### config.mk
export PLATFORM = sky130hd
export DESIGN_NAME = fss_device_flat
export DESIGN_NICKNAME = d
export VERILOG_FILES = /design/src/fss_pkg.sv /design/src/fss_link_if.sv /design/src/fss_device.sv /design/src/flat_wrapper.sv
export SDC_FILE = /design/constraint.sdc
export NUM_CORES = 1
export LEC_CHECK = 0
export ABC_CLOCK_PERIOD_IN_PS = 2600
export BUFFER_PORTS_ARGS = -buffer_cell sky130_fd_sc_hd__buf_4
export CAP_MARGIN = 20
export CORE_MARGIN = 5
export CORE_UTILIZATION = 47
export CTS_BUF_LIST = sky130_fd_sc_hd__clkbuf_8 sky130_fd_sc_hd__clkbuf_16
export CTS_CLUSTER_SIZE = 14
export DETAILED_ROUTE_END_ITERATION = 10
export PLACE_DENSITY = 0.76
export SLEW_MARGIN = 10
export SYNTH_ARGS = -nofsm -noshare
export SYNTH_HDL_FRONTEND = slang
export SYNTH_SLANG_ARGS = --single-unit
### constraint.sdc
create_clock -name sys_clk -period 2.6 [get_ports sys_clk]
set_clock_uncertainty 0.1 [all_clocks]
set_input_delay 0.26 -clock sys_clk [delete_from_list [all_inputs] [get_ports sys_clk]]
set_output_delay 0.26 -clock sys_clk [all_outputs]
set_load 0.05 [all_outputs]
### src/fss_pkg.sv
// Shared constants for the fail-safe status register bank and its host controller
// How it works
// Monitor-1 over/under flags latch, write-one clears.
// Reference overvoltage and oscillator drift latch, W1C.
// Release word compared before freeing safe output.
// Power-good short-high flag latches, write-one clears.
// Power-good event flag latches, write-one clears.
// External reset flag latches, write-one clears.
// Power-good pad, reset driver, reset pad live.
// Reset event and reset short flags, W1C.
// Writing one requests a reset output pulse.
// Safe output driver and pad level read live.
// Safe output short-high flag latches, W1C.
// Writing one asserts the safe state output.
// Writing one returns safety machine to init.
// Both fault input levels read live.
// Pair, first, second fault error flags, W1C.
// Error monitor flag, live level, acknowledge bit.
// Watchdog bad data and bad timing flags, W1C.
// Analog and logic self-test pass bits read-only.
// Serial clock count error flag, write-one clears.
// Serial and two-wire access violation flags, W1C.
// Serial and two-wire CRC error flags, W1C.
// Per-source interrupt inhibit bits, cleared at reset.
// Zero writes keep flags; reserved bits read zero.
package fss_pkg;
  localparam int DW = 16;
  localparam int AW = 3;
  // Register indices on the safety link
  localparam logic [2:0] REG_OVUV = 3'h0;
  localparam logic [2:0] REG_RELEASE = 3'h1;
  localparam logic [2:0] REG_IOS = 3'h2;
  localparam logic [2:0] REG_DIAG = 3'h3;
  localparam logic [2:0] REG_MASK = 3'h4;
  // Field layouts (bit n of a register is index n)
  localparam logic [15:0] OVUV_W1C = 16'hFFF6;
  localparam logic [15:0] OVUV_RST = 16'h5550;
  localparam logic [15:0] IOS_W1C = 16'hD310;
  localparam logic [15:0] IOS_RST = 16'h4200;
  localparam logic [15:0] DIAG_W1C = 16'hEB3E;
  localparam logic [15:0] DIAG_RST = 16'h0000;
  localparam logic [15:0] MASK_RW = 16'h03FF;
  localparam logic [15:0] MASK_RST = 16'h0000;
  localparam int MON1_OVER_FLAG = 5;
  localparam int MON1_UNDER_FLAG = 4;
  localparam int PG_PAD_LEVEL = 13;
  localparam int RESET_DRIVER_CMD = 11;
  localparam int RESET_PAD_LEVEL = 10;
  localparam int RESET_EVENT_FLAG = 9;
  localparam int RESET_PULSE_REQUEST = 7;
  localparam int SAFE_OUT_DRIVER_CMD = 6;
  localparam int SAFE_OUT_PAD_LEVEL = 5;
  localparam int SAFE_OUT_REQUEST = 3;
  localparam int RETURN_TO_INIT_REQUEST = 2;
  localparam int FAULT_IN2_LEVEL = 1;
  localparam int FAULT_IN1_LEVEL = 0;
  localparam int FAULT_PAIR_ERROR_FLAG = 15;
  localparam int FAULT_IN1_ERROR_FLAG = 14;
  localparam int FAULT_IN2_ERROR_FLAG = 13;
  localparam int ERR_MONITOR_ACK = 12;
  localparam int ERR_MONITOR_FLAG = 11;
  localparam int ERR_MONITOR_LEVEL = 10;
  localparam int WDOG_BAD_DATA_FLAG = 9;
  localparam int WDOG_BAD_TIMING_FLAG = 8;
  localparam int ANALOG_TEST1_PASS = 7;
  localparam int ANALOG_TEST2_PASS = 6;
  localparam int SERIAL_ACCESS_VIOLATION = 4;
  localparam int LOGIC_TEST_PASS = 0;
  // Interrupt inhibit bit to source flags
  localparam logic [15:0] IRQ_OVUV_SRC [10] = '{16'h0000, 16'h0000, 16'h0000, 16'h0000, 16'hC000,
                                               16'h3000, 16'h0030, 16'h00C0, 16'h0300, 16'h0C00};
  localparam logic [15:0] IRQ_DIAG_SRC [10] = '{16'h4000, 16'h2000, 16'h0800, 16'h0300, 16'h0000,
                                               16'h0000, 16'h0000, 16'h0000, 16'h0000, 16'h0000};
  // Timing
  localparam int CLK_MHZ = 40;
  localparam int RST_PULSE_US = 10000;
  localparam int RST_PULSE_CYC = RST_PULSE_US * CLK_MHZ;
  // Host register map (byte addresses)
  localparam logic [3:0] AV_CMD = 4'h0;
  localparam logic [3:0] AV_STAT = 4'h4;
  localparam logic [3:0] AV_RDATA = 4'h8;
  localparam int CMD_WR_BIT = 31;
  localparam int CMD_ADDR_LSB = 16;
  localparam int STAT_BUSY_BIT = 0;
  localparam int STAT_ERR_BIT = 1;
  typedef enum logic [0:0] {HS_IDLE = 1'b0, HS_WAIT = 1'b1} fss_host_e;
endpackage

### src/fss_link_if.sv
// Register access link between the safety register bank and its host controller
`timescale 1ns/1ps
interface fss_link_if;
  logic req;
  logic wr;
  logic [2:0] addr;
  logic [15:0] wdata;
  logic [15:0] rdata;
  logic ack;
  logic err;
  modport dev (input req, input wr, input addr, input wdata, output rdata, output ack, output err);
  modport host (output req, output wr, output addr, output wdata, input rdata, input ack, input err);
endinterface

### src/fss_device.sv
// Fail-safe status and control register bank, device end of the safety link
//
// The Avalon-MM register port and the address map were left to the implementer.
`timescale 1ns/1ps
module fss_device
  import fss_pkg::*;
#(
  parameter int RST_PULSE_CYCLES = RST_PULSE_CYC
) (
  input wire logic sys_clk,
  input wire logic reset,
  fss_link_if.dev lnk,
  input wire logic [15:0] ovuv_events,
  input wire logic [15:0] ios_events,
  input wire logic [15:0] diag_events,
  input wire logic pg_pad_level,
  input wire logic reset_pad_level,
  input wire logic safe_out_pad_level,
  input wire logic fault_in1_level,
  input wire logic fault_in2_level,
  input wire logic err_monitor_level,
  input wire logic analog_test1_pass,
  input wire logic analog_test2_pass,
  input wire logic logic_test_pass,
  input wire logic [15:0] release_expected,
  output logic safe_state_output,
  output logic reset_output_pin,
  output logic return_to_init_pulse,
  output logic err_monitor_ack_pulse,
  output logic irq_out
);
  localparam int CW = $clog2(RST_PULSE_CYCLES + 1);

  logic ack_q;
  logic err_q;
  logic [15:0] rdata_q;
  logic [15:0] ovuv_q;
  logic [15:0] ios_q;
  logic [15:0] diag_q;
  logic [15:0] mask_q;
  logic safe_q;
  logic rst_pin_q;
  logic [CW-1:0] rst_cnt_q;
  logic init_q;
  logic eack_q;
  logic irq_q;
  logic take;
  logic bad_addr;
  logic [15:0] wr_ovuv;
  logic [15:0] wr_ios;
  logic [15:0] wr_diag;
  logic [15:0] ios_live;
  logic [15:0] diag_live;
  logic [15:0] rd_mux;
  logic [15:0] ios_set;
  logic [15:0] diag_set;
  logic [9:0] irq_src;

  // ********************************************************
  // Link decode
  // ********************************************************
  assign take = lnk.req && !ack_q;
  assign bad_addr = lnk.addr > REG_MASK;
  assign wr_ovuv = (take && lnk.wr && lnk.addr == REG_OVUV) ? lnk.wdata : 16'h0000;
  assign wr_ios = (take && lnk.wr && lnk.addr == REG_IOS) ? lnk.wdata : 16'h0000;
  assign wr_diag = (take && lnk.wr && lnk.addr == REG_DIAG) ? lnk.wdata : 16'h0000;

  always_comb begin
    ios_live = 16'h0000;
    ios_live[PG_PAD_LEVEL] = pg_pad_level;
    ios_live[RESET_DRIVER_CMD] = !rst_pin_q;
    ios_live[RESET_PAD_LEVEL] = reset_pad_level;
    ios_live[SAFE_OUT_DRIVER_CMD] = !safe_q;
    ios_live[SAFE_OUT_PAD_LEVEL] = safe_out_pad_level;
    ios_live[FAULT_IN2_LEVEL] = fault_in2_level;
    ios_live[FAULT_IN1_LEVEL] = fault_in1_level;
    diag_live = 16'h0000;
    diag_live[ERR_MONITOR_LEVEL] = err_monitor_level;
    diag_live[ANALOG_TEST1_PASS] = analog_test1_pass;
    diag_live[ANALOG_TEST2_PASS] = analog_test2_pass;
    diag_live[LOGIC_TEST_PASS] = logic_test_pass;
  end

  // Write-only and reserved bits read as zero
  always_comb begin
    unique case (lnk.addr)
      REG_OVUV: rd_mux = ovuv_q & OVUV_W1C;
      REG_IOS: rd_mux = (ios_q & IOS_W1C) | ios_live;
      REG_DIAG: rd_mux = (diag_q & DIAG_W1C) | diag_live;
      REG_MASK: rd_mux = mask_q & MASK_RW;
      default: rd_mux = 16'h0000;
    endcase
  end

  always_ff @(posedge sys_clk or posedge reset) begin
    if (reset) begin
      ack_q <= 1'b0;
      err_q <= 1'b0;
      rdata_q <= 16'h0000;
    end else if (take) begin
      ack_q <= 1'b1;
      err_q <= bad_addr;
      rdata_q <= lnk.wr ? 16'h0000 : rd_mux;
    end else begin
      ack_q <= 1'b0;
      err_q <= 1'b0;
    end
  end

  assign lnk.ack = ack_q;
  assign lnk.err = err_q;
  assign lnk.rdata = rdata_q;

  // ********************************************************
  // Latched flags: set wins over write-one-to-clear
  // ********************************************************
  always_ff @(posedge sys_clk or posedge reset) begin
    if (reset) begin
      ovuv_q <= OVUV_RST;
    end else begin
      ovuv_q <= ((ovuv_q & ~wr_ovuv) | ovuv_events) & OVUV_W1C;
    end
  end

  always_comb begin
    ios_set = ios_events;
    ios_set[RESET_EVENT_FLAG] = ios_events[RESET_EVENT_FLAG] || (rst_pin_q && rst_cnt_q == '0);
  end

  always_ff @(posedge sys_clk or posedge reset) begin
    if (reset) begin
      ios_q <= IOS_RST;
    end else begin
      ios_q <= ((ios_q & ~wr_ios) | ios_set) & IOS_W1C;
    end
  end

  always_comb begin
    diag_set = diag_events;
    diag_set[SERIAL_ACCESS_VIOLATION] = diag_events[SERIAL_ACCESS_VIOLATION] || (take && bad_addr);
  end

  always_ff @(posedge sys_clk or posedge reset) begin
    if (reset) begin
      diag_q <= DIAG_RST;
    end else begin
      diag_q <= ((diag_q & ~wr_diag) | diag_set) & DIAG_W1C;
    end
  end

  // ********************************************************
  // Interrupt inhibit and interrupt output
  // ********************************************************
  always_ff @(posedge sys_clk or posedge reset) begin
    if (reset) begin
      mask_q <= MASK_RST;
    end else if (take && lnk.wr && lnk.addr == REG_MASK) begin
      mask_q <= lnk.wdata & MASK_RW;
    end
  end

  genvar gi;
  generate
    for (gi = 0; gi < 10; gi++) begin : g_irq
      assign irq_src[gi] = |(ovuv_q & IRQ_OVUV_SRC[gi]) || |(diag_q & IRQ_DIAG_SRC[gi]);
    end
  endgenerate

  always_ff @(posedge sys_clk or posedge reset) begin
    if (reset) begin
      irq_q <= 1'b0;
    end else begin
      irq_q <= |(irq_src & ~mask_q[9:0]);
    end
  end

  // ********************************************************
  // Safe state output and release word
  // ********************************************************
  always_ff @(posedge sys_clk or posedge reset) begin
    if (reset) begin
      safe_q <= 1'b1;
    end else if (wr_ios[SAFE_OUT_REQUEST]) begin
      safe_q <= 1'b1;
    end else if (take && lnk.wr && lnk.addr == REG_RELEASE && lnk.wdata == release_expected) begin
      safe_q <= 1'b0;
    end
  end

  // ********************************************************
  // Reset output pulse
  // ********************************************************
  always_ff @(posedge sys_clk or posedge reset) begin
    if (reset) begin
      rst_pin_q <= 1'b0;
      rst_cnt_q <= '0;
    end else if (wr_ios[RESET_PULSE_REQUEST]) begin
      rst_pin_q <= 1'b1;
      rst_cnt_q <= CW'(RST_PULSE_CYCLES - 1);
    end else if (rst_cnt_q != '0) begin
      rst_cnt_q <= rst_cnt_q - 1'b1;
    end else begin
      rst_pin_q <= 1'b0;
    end
  end

  // ********************************************************
  // One-cycle request pulses
  // ********************************************************
  always_ff @(posedge sys_clk or posedge reset) begin
    if (reset) begin
      init_q <= 1'b0;
      eack_q <= 1'b0;
    end else begin
      init_q <= wr_ios[RETURN_TO_INIT_REQUEST];
      eack_q <= wr_diag[ERR_MONITOR_ACK];
    end
  end

  assign safe_state_output = safe_q;
  assign reset_output_pin = rst_pin_q;
  assign return_to_init_pulse = init_q;
  assign err_monitor_ack_pulse = eack_q;
  assign irq_out = irq_q;
endmodule // fss_device

### src/flat_wrapper.sv
// flat-port wrapper written by rule: the top's interface ports become plain ports
module fss_device_flat import fss_pkg::*;
#(
  parameter int RST_PULSE_CYCLES = RST_PULSE_CYC
)
  (sys_clk, reset, ovuv_events, ios_events, diag_events, pg_pad_level, reset_pad_level, safe_out_pad_level, fault_in1_level, fault_in2_level, err_monitor_level, analog_test1_pass, analog_test2_pass, logic_test_pass, release_expected, safe_state_output, reset_output_pin, return_to_init_pulse, err_monitor_ack_pulse, irq_out, lnk_req, lnk_wr, lnk_addr, lnk_wdata, lnk_rdata, lnk_ack, lnk_err);
  fss_link_if lnk_i ();
  input wire logic sys_clk;
  input wire logic reset;
  input wire logic [15:0] ovuv_events;
  input wire logic [15:0] ios_events;
  input wire logic [15:0] diag_events;
  input wire logic pg_pad_level;
  input wire logic reset_pad_level;
  input wire logic safe_out_pad_level;
  input wire logic fault_in1_level;
  input wire logic fault_in2_level;
  input wire logic err_monitor_level;
  input wire logic analog_test1_pass;
  input wire logic analog_test2_pass;
  input wire logic logic_test_pass;
  input wire logic [15:0] release_expected;
  output logic safe_state_output;
  output logic reset_output_pin;
  output logic return_to_init_pulse;
  output logic err_monitor_ack_pulse;
  output logic irq_out;
  input wire logic [$bits(lnk_i.req)-1:0] lnk_req;
  input wire logic [$bits(lnk_i.wr)-1:0] lnk_wr;
  input wire logic [$bits(lnk_i.addr)-1:0] lnk_addr;
  input wire logic [$bits(lnk_i.wdata)-1:0] lnk_wdata;
  output wire logic [$bits(lnk_i.rdata)-1:0] lnk_rdata;
  output wire logic [$bits(lnk_i.ack)-1:0] lnk_ack;
  output wire logic [$bits(lnk_i.err)-1:0] lnk_err;
  assign lnk_i.req = lnk_req;
  assign lnk_i.wr = lnk_wr;
  assign lnk_i.addr = lnk_addr;
  assign lnk_i.wdata = lnk_wdata;
  assign lnk_rdata = lnk_i.rdata;
  assign lnk_ack = lnk_i.ack;
  assign lnk_err = lnk_i.err;
  fss_device #(.RST_PULSE_CYCLES(RST_PULSE_CYCLES)) u_core (.sys_clk(sys_clk), .reset(reset), .lnk(lnk_i), .ovuv_events(ovuv_events), .ios_events(ios_events), .diag_events(diag_events), .pg_pad_level(pg_pad_level), .reset_pad_level(reset_pad_level), .safe_out_pad_level(safe_out_pad_level), .fault_in1_level(fault_in1_level), .fault_in2_level(fault_in2_level), .err_monitor_level(err_monitor_level), .analog_test1_pass(analog_test1_pass), .analog_test2_pass(analog_test2_pass), .logic_test_pass(logic_test_pass), .release_expected(release_expected), .safe_state_output(safe_state_output), .reset_output_pin(reset_output_pin), .return_to_init_pulse(return_to_init_pulse), .err_monitor_ack_pulse(err_monitor_ack_pulse), .irq_out(irq_out));
endmodule
==> metrics.cfg <==
[sta]
slew_violations = 0
fmax_ghz = 0.405
fin_hold_ws_ns = 0.0239
worst_pin_slew_ns = 0.665
final-setup-viol-count = 0
relSlewSlack = 0.555
rsz0062_at_grt = false
period_minus_slack_ns = 2.47
fin_setup_tns_ns = 0
hold_viol_final = 0
fin_crit_sh = 0.950

[setup_path]
cpMaxStageDelayCell = or4b_4
path_class = reg2reg
r2r_cells = 6
critical_path_depth = 6
reg2reg_slack_ns = 0.13
r2r-start = u_core.rst_cnt_q[0]$_DFFE_PP0P_
r2r_end = u_core.rst_cnt_q[16]$_DFFE_PP0P_
cp-start-kind = flop
crit_required_ns = 2.79
path_cells = inv_1 -> ha_1 -> or4b_4 -> or4_4 -> or4_1 -> a21oi_1
cpLargestDelayFamily = simple AND/OR/NAND/NOR gates
crit_path_end_kind = flop
cpPeakStageDelay_ns = 0.49
path_max_fanout = 6
path_buf_inv = 1
arrival_ns = 2.66

[grt]
grt_pass1_wl_mm = 19.3
grt.total_usage = 0.220
grt_pass1_vias = 3848
overflow = 0
antenna_found_initial = 0
grt_start_max_net_pins = 42

[synthesis]
async_flop_share = 1.00
seq_area_frac_synth = 0.504
synth_cells = 396
netlist_area_sq_um = 4150
ys_seq_elements = 83
synth_nets = 493
synth_area_per_cell_sq_um = 10.5
synth-edff-count = 0
yosysUniqueCellTypes = 55
ys.flop_type = dfrtp_1
yosysWarnings = 0

[placed_design]
hpwl_mm = 8.77
dp_cells = 603
placed_area_sq_um = 5090
io_buffers = 101
routabilityCongestion = 0.900

[clock_tree]
clockBufferDepth = 2
numCtsBuffers = 9
clk_latency_ns = 0.36
clkSinkCount = 83
clockRootBuffer = clkbuf_8
clk_pin_slew_ns = 0.10
htreeDepth = 3
cts_tree = yes
cts_resized = 0

[outcome]
status = completed

[power_and_ir_drop]
swShare = 0.312
p_int_w = 0.00228
power_leakage_nw = 2.32
clkPwrFrac = 0.284
p_seq_frac = 0.490
power_switching_w = 0.00103
ir_drop_v = 0.000298
p_per_area_nw_per_um2 = 590
power.share.combinational = 0.226

[min_path]
min_to = u_core.ios_q[9]$_DFF_PP1_
min_from = ios_events[9]
min_path_cells = 2
hp-class = in2reg

[floorplanning]
die_area_sq_um = 10800
fp.dieW_um = 104
rows = 34
coreArea_sq_um = 8680
chipHeight_um = 104
io_pins = 119
start_util = 0.478

[final_layout]
drive_gt1_frac = 0.312
diodes = 0
final_core_util = 0.646
syn2layout_area_growth_pct = 35.2
layout.cells.non_filler = 650
final_net_count = 634
n_fill_cell = 690
final_area_sq_um = 5610

[routing]
firstDrtPassIters = 5
drc_errors = 0
drt_iter0_markers = 257
via_count = 3645
routedWlPerCell_um = 18.0
viasPerCell = 5.61
routed_wl_mm = 11.7
ant_nets = 0

[run]
cap_violations = 0

[state kept, by name, indices dropped and copies added (netlist names)]
name                          flops
u_core.diag_q                    11
u_core.err_monitor_ack_pulse      1
u_core.ios_q                      6
u_core.irq_out                    1
u_core.lnk.ack                    1
u_core.lnk.err                    1
u_core.lnk.rdata                 16
u_core.mask_q                    10
u_core.ovuv_q                    14
u_core.reset_output_pin           1
u_core.return_to_init_pulse       1
u_core.rst_cnt_q                 19
u_core.safe_state_output          1
[placed cells by master (no fill, tap or decap), drive strengths merged, types with 13 or more instances in the layout]
| cell type | instances |
|---|---|
| buf | 117 |
| dfrtp | 74 |
| nand2 | 51 |
| dlygate4sd3 | 31 |
| a21o | 29 |
| nor2 | 21 |
| mux2 | 17 |
| xnor2 | 16 |
| o21ai | 13 |
| mux2i | 13 |
[synthesized netlist by cell type, drive strengths merged, types with 2 or more instances]
cell     count  share of area
dfrtp       74           0.45
nand2       51          0.046
a21o        29          0.053
nor2        21          0.019
mux2        17          0.046
xnor2       16          0.034
clkbuf      14          0.013
mux2i       13          0.031
o21ai       13          0.016
a21oi       12          0.014
a22o        12          0.025
dfstp        9          0.057
inv          9         0.0081
and2         8          0.012
or4          8          0.016
nand3        7         0.0085
nand4        7          0.011
a2bb2oi      6          0.013
o2bb2ai      6          0.013
o31ai        6          0.011
a22oi        5         0.0091
and3         5         0.0078
nor3         5         0.0060
nor4         5         0.0091
buf          4         0.0075
or3          4         0.0063
nand2b       3         0.0045
nor2b        3         0.0045
o22ai        3         0.0045
a2111oi      2         0.0042
a211o        2         0.0045
a32o         2         0.0048
[power by group through the flow]
| stage | Combinational, W | Sequential (W) | Clock (W) |
|---|---|---|---|
| floorplan | 0.000408 | 0.00165 | 0 |
| global placement | 0.000690 | 0.00162 | 0 |
| detailed placement | 0.000710 | 0.00164 | 0 |
| CTS | 0.000751 | 0.00161 | 0.000954 |
| global route | 0.000823 | 0.00165 | 0.00101 |
| finish | 0.000747 | 0.00162 | 0.000940 |
[per-stage QoR]
stage,total power (W),worst slack [ns]
floorplan,0.00205,0.118
global placement,0.00231,0.223
detailed placement,0.00235,0.169
CTS,0.00332,0.146
global route,0.00348,0.0234
finish,0.00331,0.129
[worst max path at each step]
stage                                    start                               end  slack, ns
3_5_place_dp   u_core.rst_cnt_q[0]$_DFFE_PP0P_  u_core.rst_cnt_q[16]$_DFFE_PP0P_       0.17
2_1_floorplan                            reset       u_core.diag_q[11]$_DFF_PP0_       0.12
5_1_grt        u_core.rst_cnt_q[0]$_DFFE_PP0P_  u_core.rst_cnt_q[16]$_DFFE_PP0P_       0.02
3_3_place_gp   u_core.rst_cnt_q[0]$_DFFE_PP0P_  u_core.rst_cnt_q[16]$_DFFE_PP0P_       0.22
4_1_cts        u_core.rst_cnt_q[0]$_DFFE_PP0P_  u_core.rst_cnt_q[16]$_DFFE_PP0P_       0.15
6_report       u_core.rst_cnt_q[0]$_DFFE_PP0P_  u_core.rst_cnt_q[16]$_DFFE_PP0P_       0.13
[layout make-up]
cell class / instances / area, sq um / share of cell area
sequential: 83 / 2090 / 0.373
multi-input combinational: 286 / 1950 / 0.347
timing repair buffer: 148 / 1200 / 0.214
tap: 108 / 135 / 0.0241
clock buffer: 9 / 124 / 0.0221
clock inverter: 7 / 76.3 / 0.0136
inverter: 9 / 35.0 / 0.00625
[what timing repair did]
action                                  CTS  global route
endpoints found under the hold margin    43             0
endpoints found under the setup margin    0             0
buffers inserted                          0             0
hold buffers                             31             0
[per-layer routing]
metal / track usage / part of all wire / vias to the layer above
met5: 0 / 0 / -
met2: 0.367 / 0.49 / 114
met4: 0.0786 / 0.024 / 0
met3: 0.0391 / 0.052 / 23
li1: - / - / 1738
met1: 0.289 / 0.43 / 1770
[kinds of logic (layout without fill, tap and decap cells)]
kind of cell | Yosys count | count (layout) | share of synthesized area
AOI/OAI and AO/OA | 106 | 106 | 0.189
xor gates and xnor gates | 16 | 16 | 0.0338
adders and majority gates | 1 | 1 | 0.00302
buffers and inverters | 27 | 173 | 0.0284
DFF | 83 | 83 | 0.504
muxes | 30 | 30 | 0.0776
and+or+nand+nor | 133 | 133 | 0.165
[worst register-to-register path: stages, from the launching register on]
cell and delay [ns]:
dfrtp_1 0.44, inv_1 0.10, ha_1 0.16, or4b_4 0.49, or4_4 0.47, or4_1 0.49, a21oi_1 0.16
No activity file was read; power rests on OpenSTA's default activity.
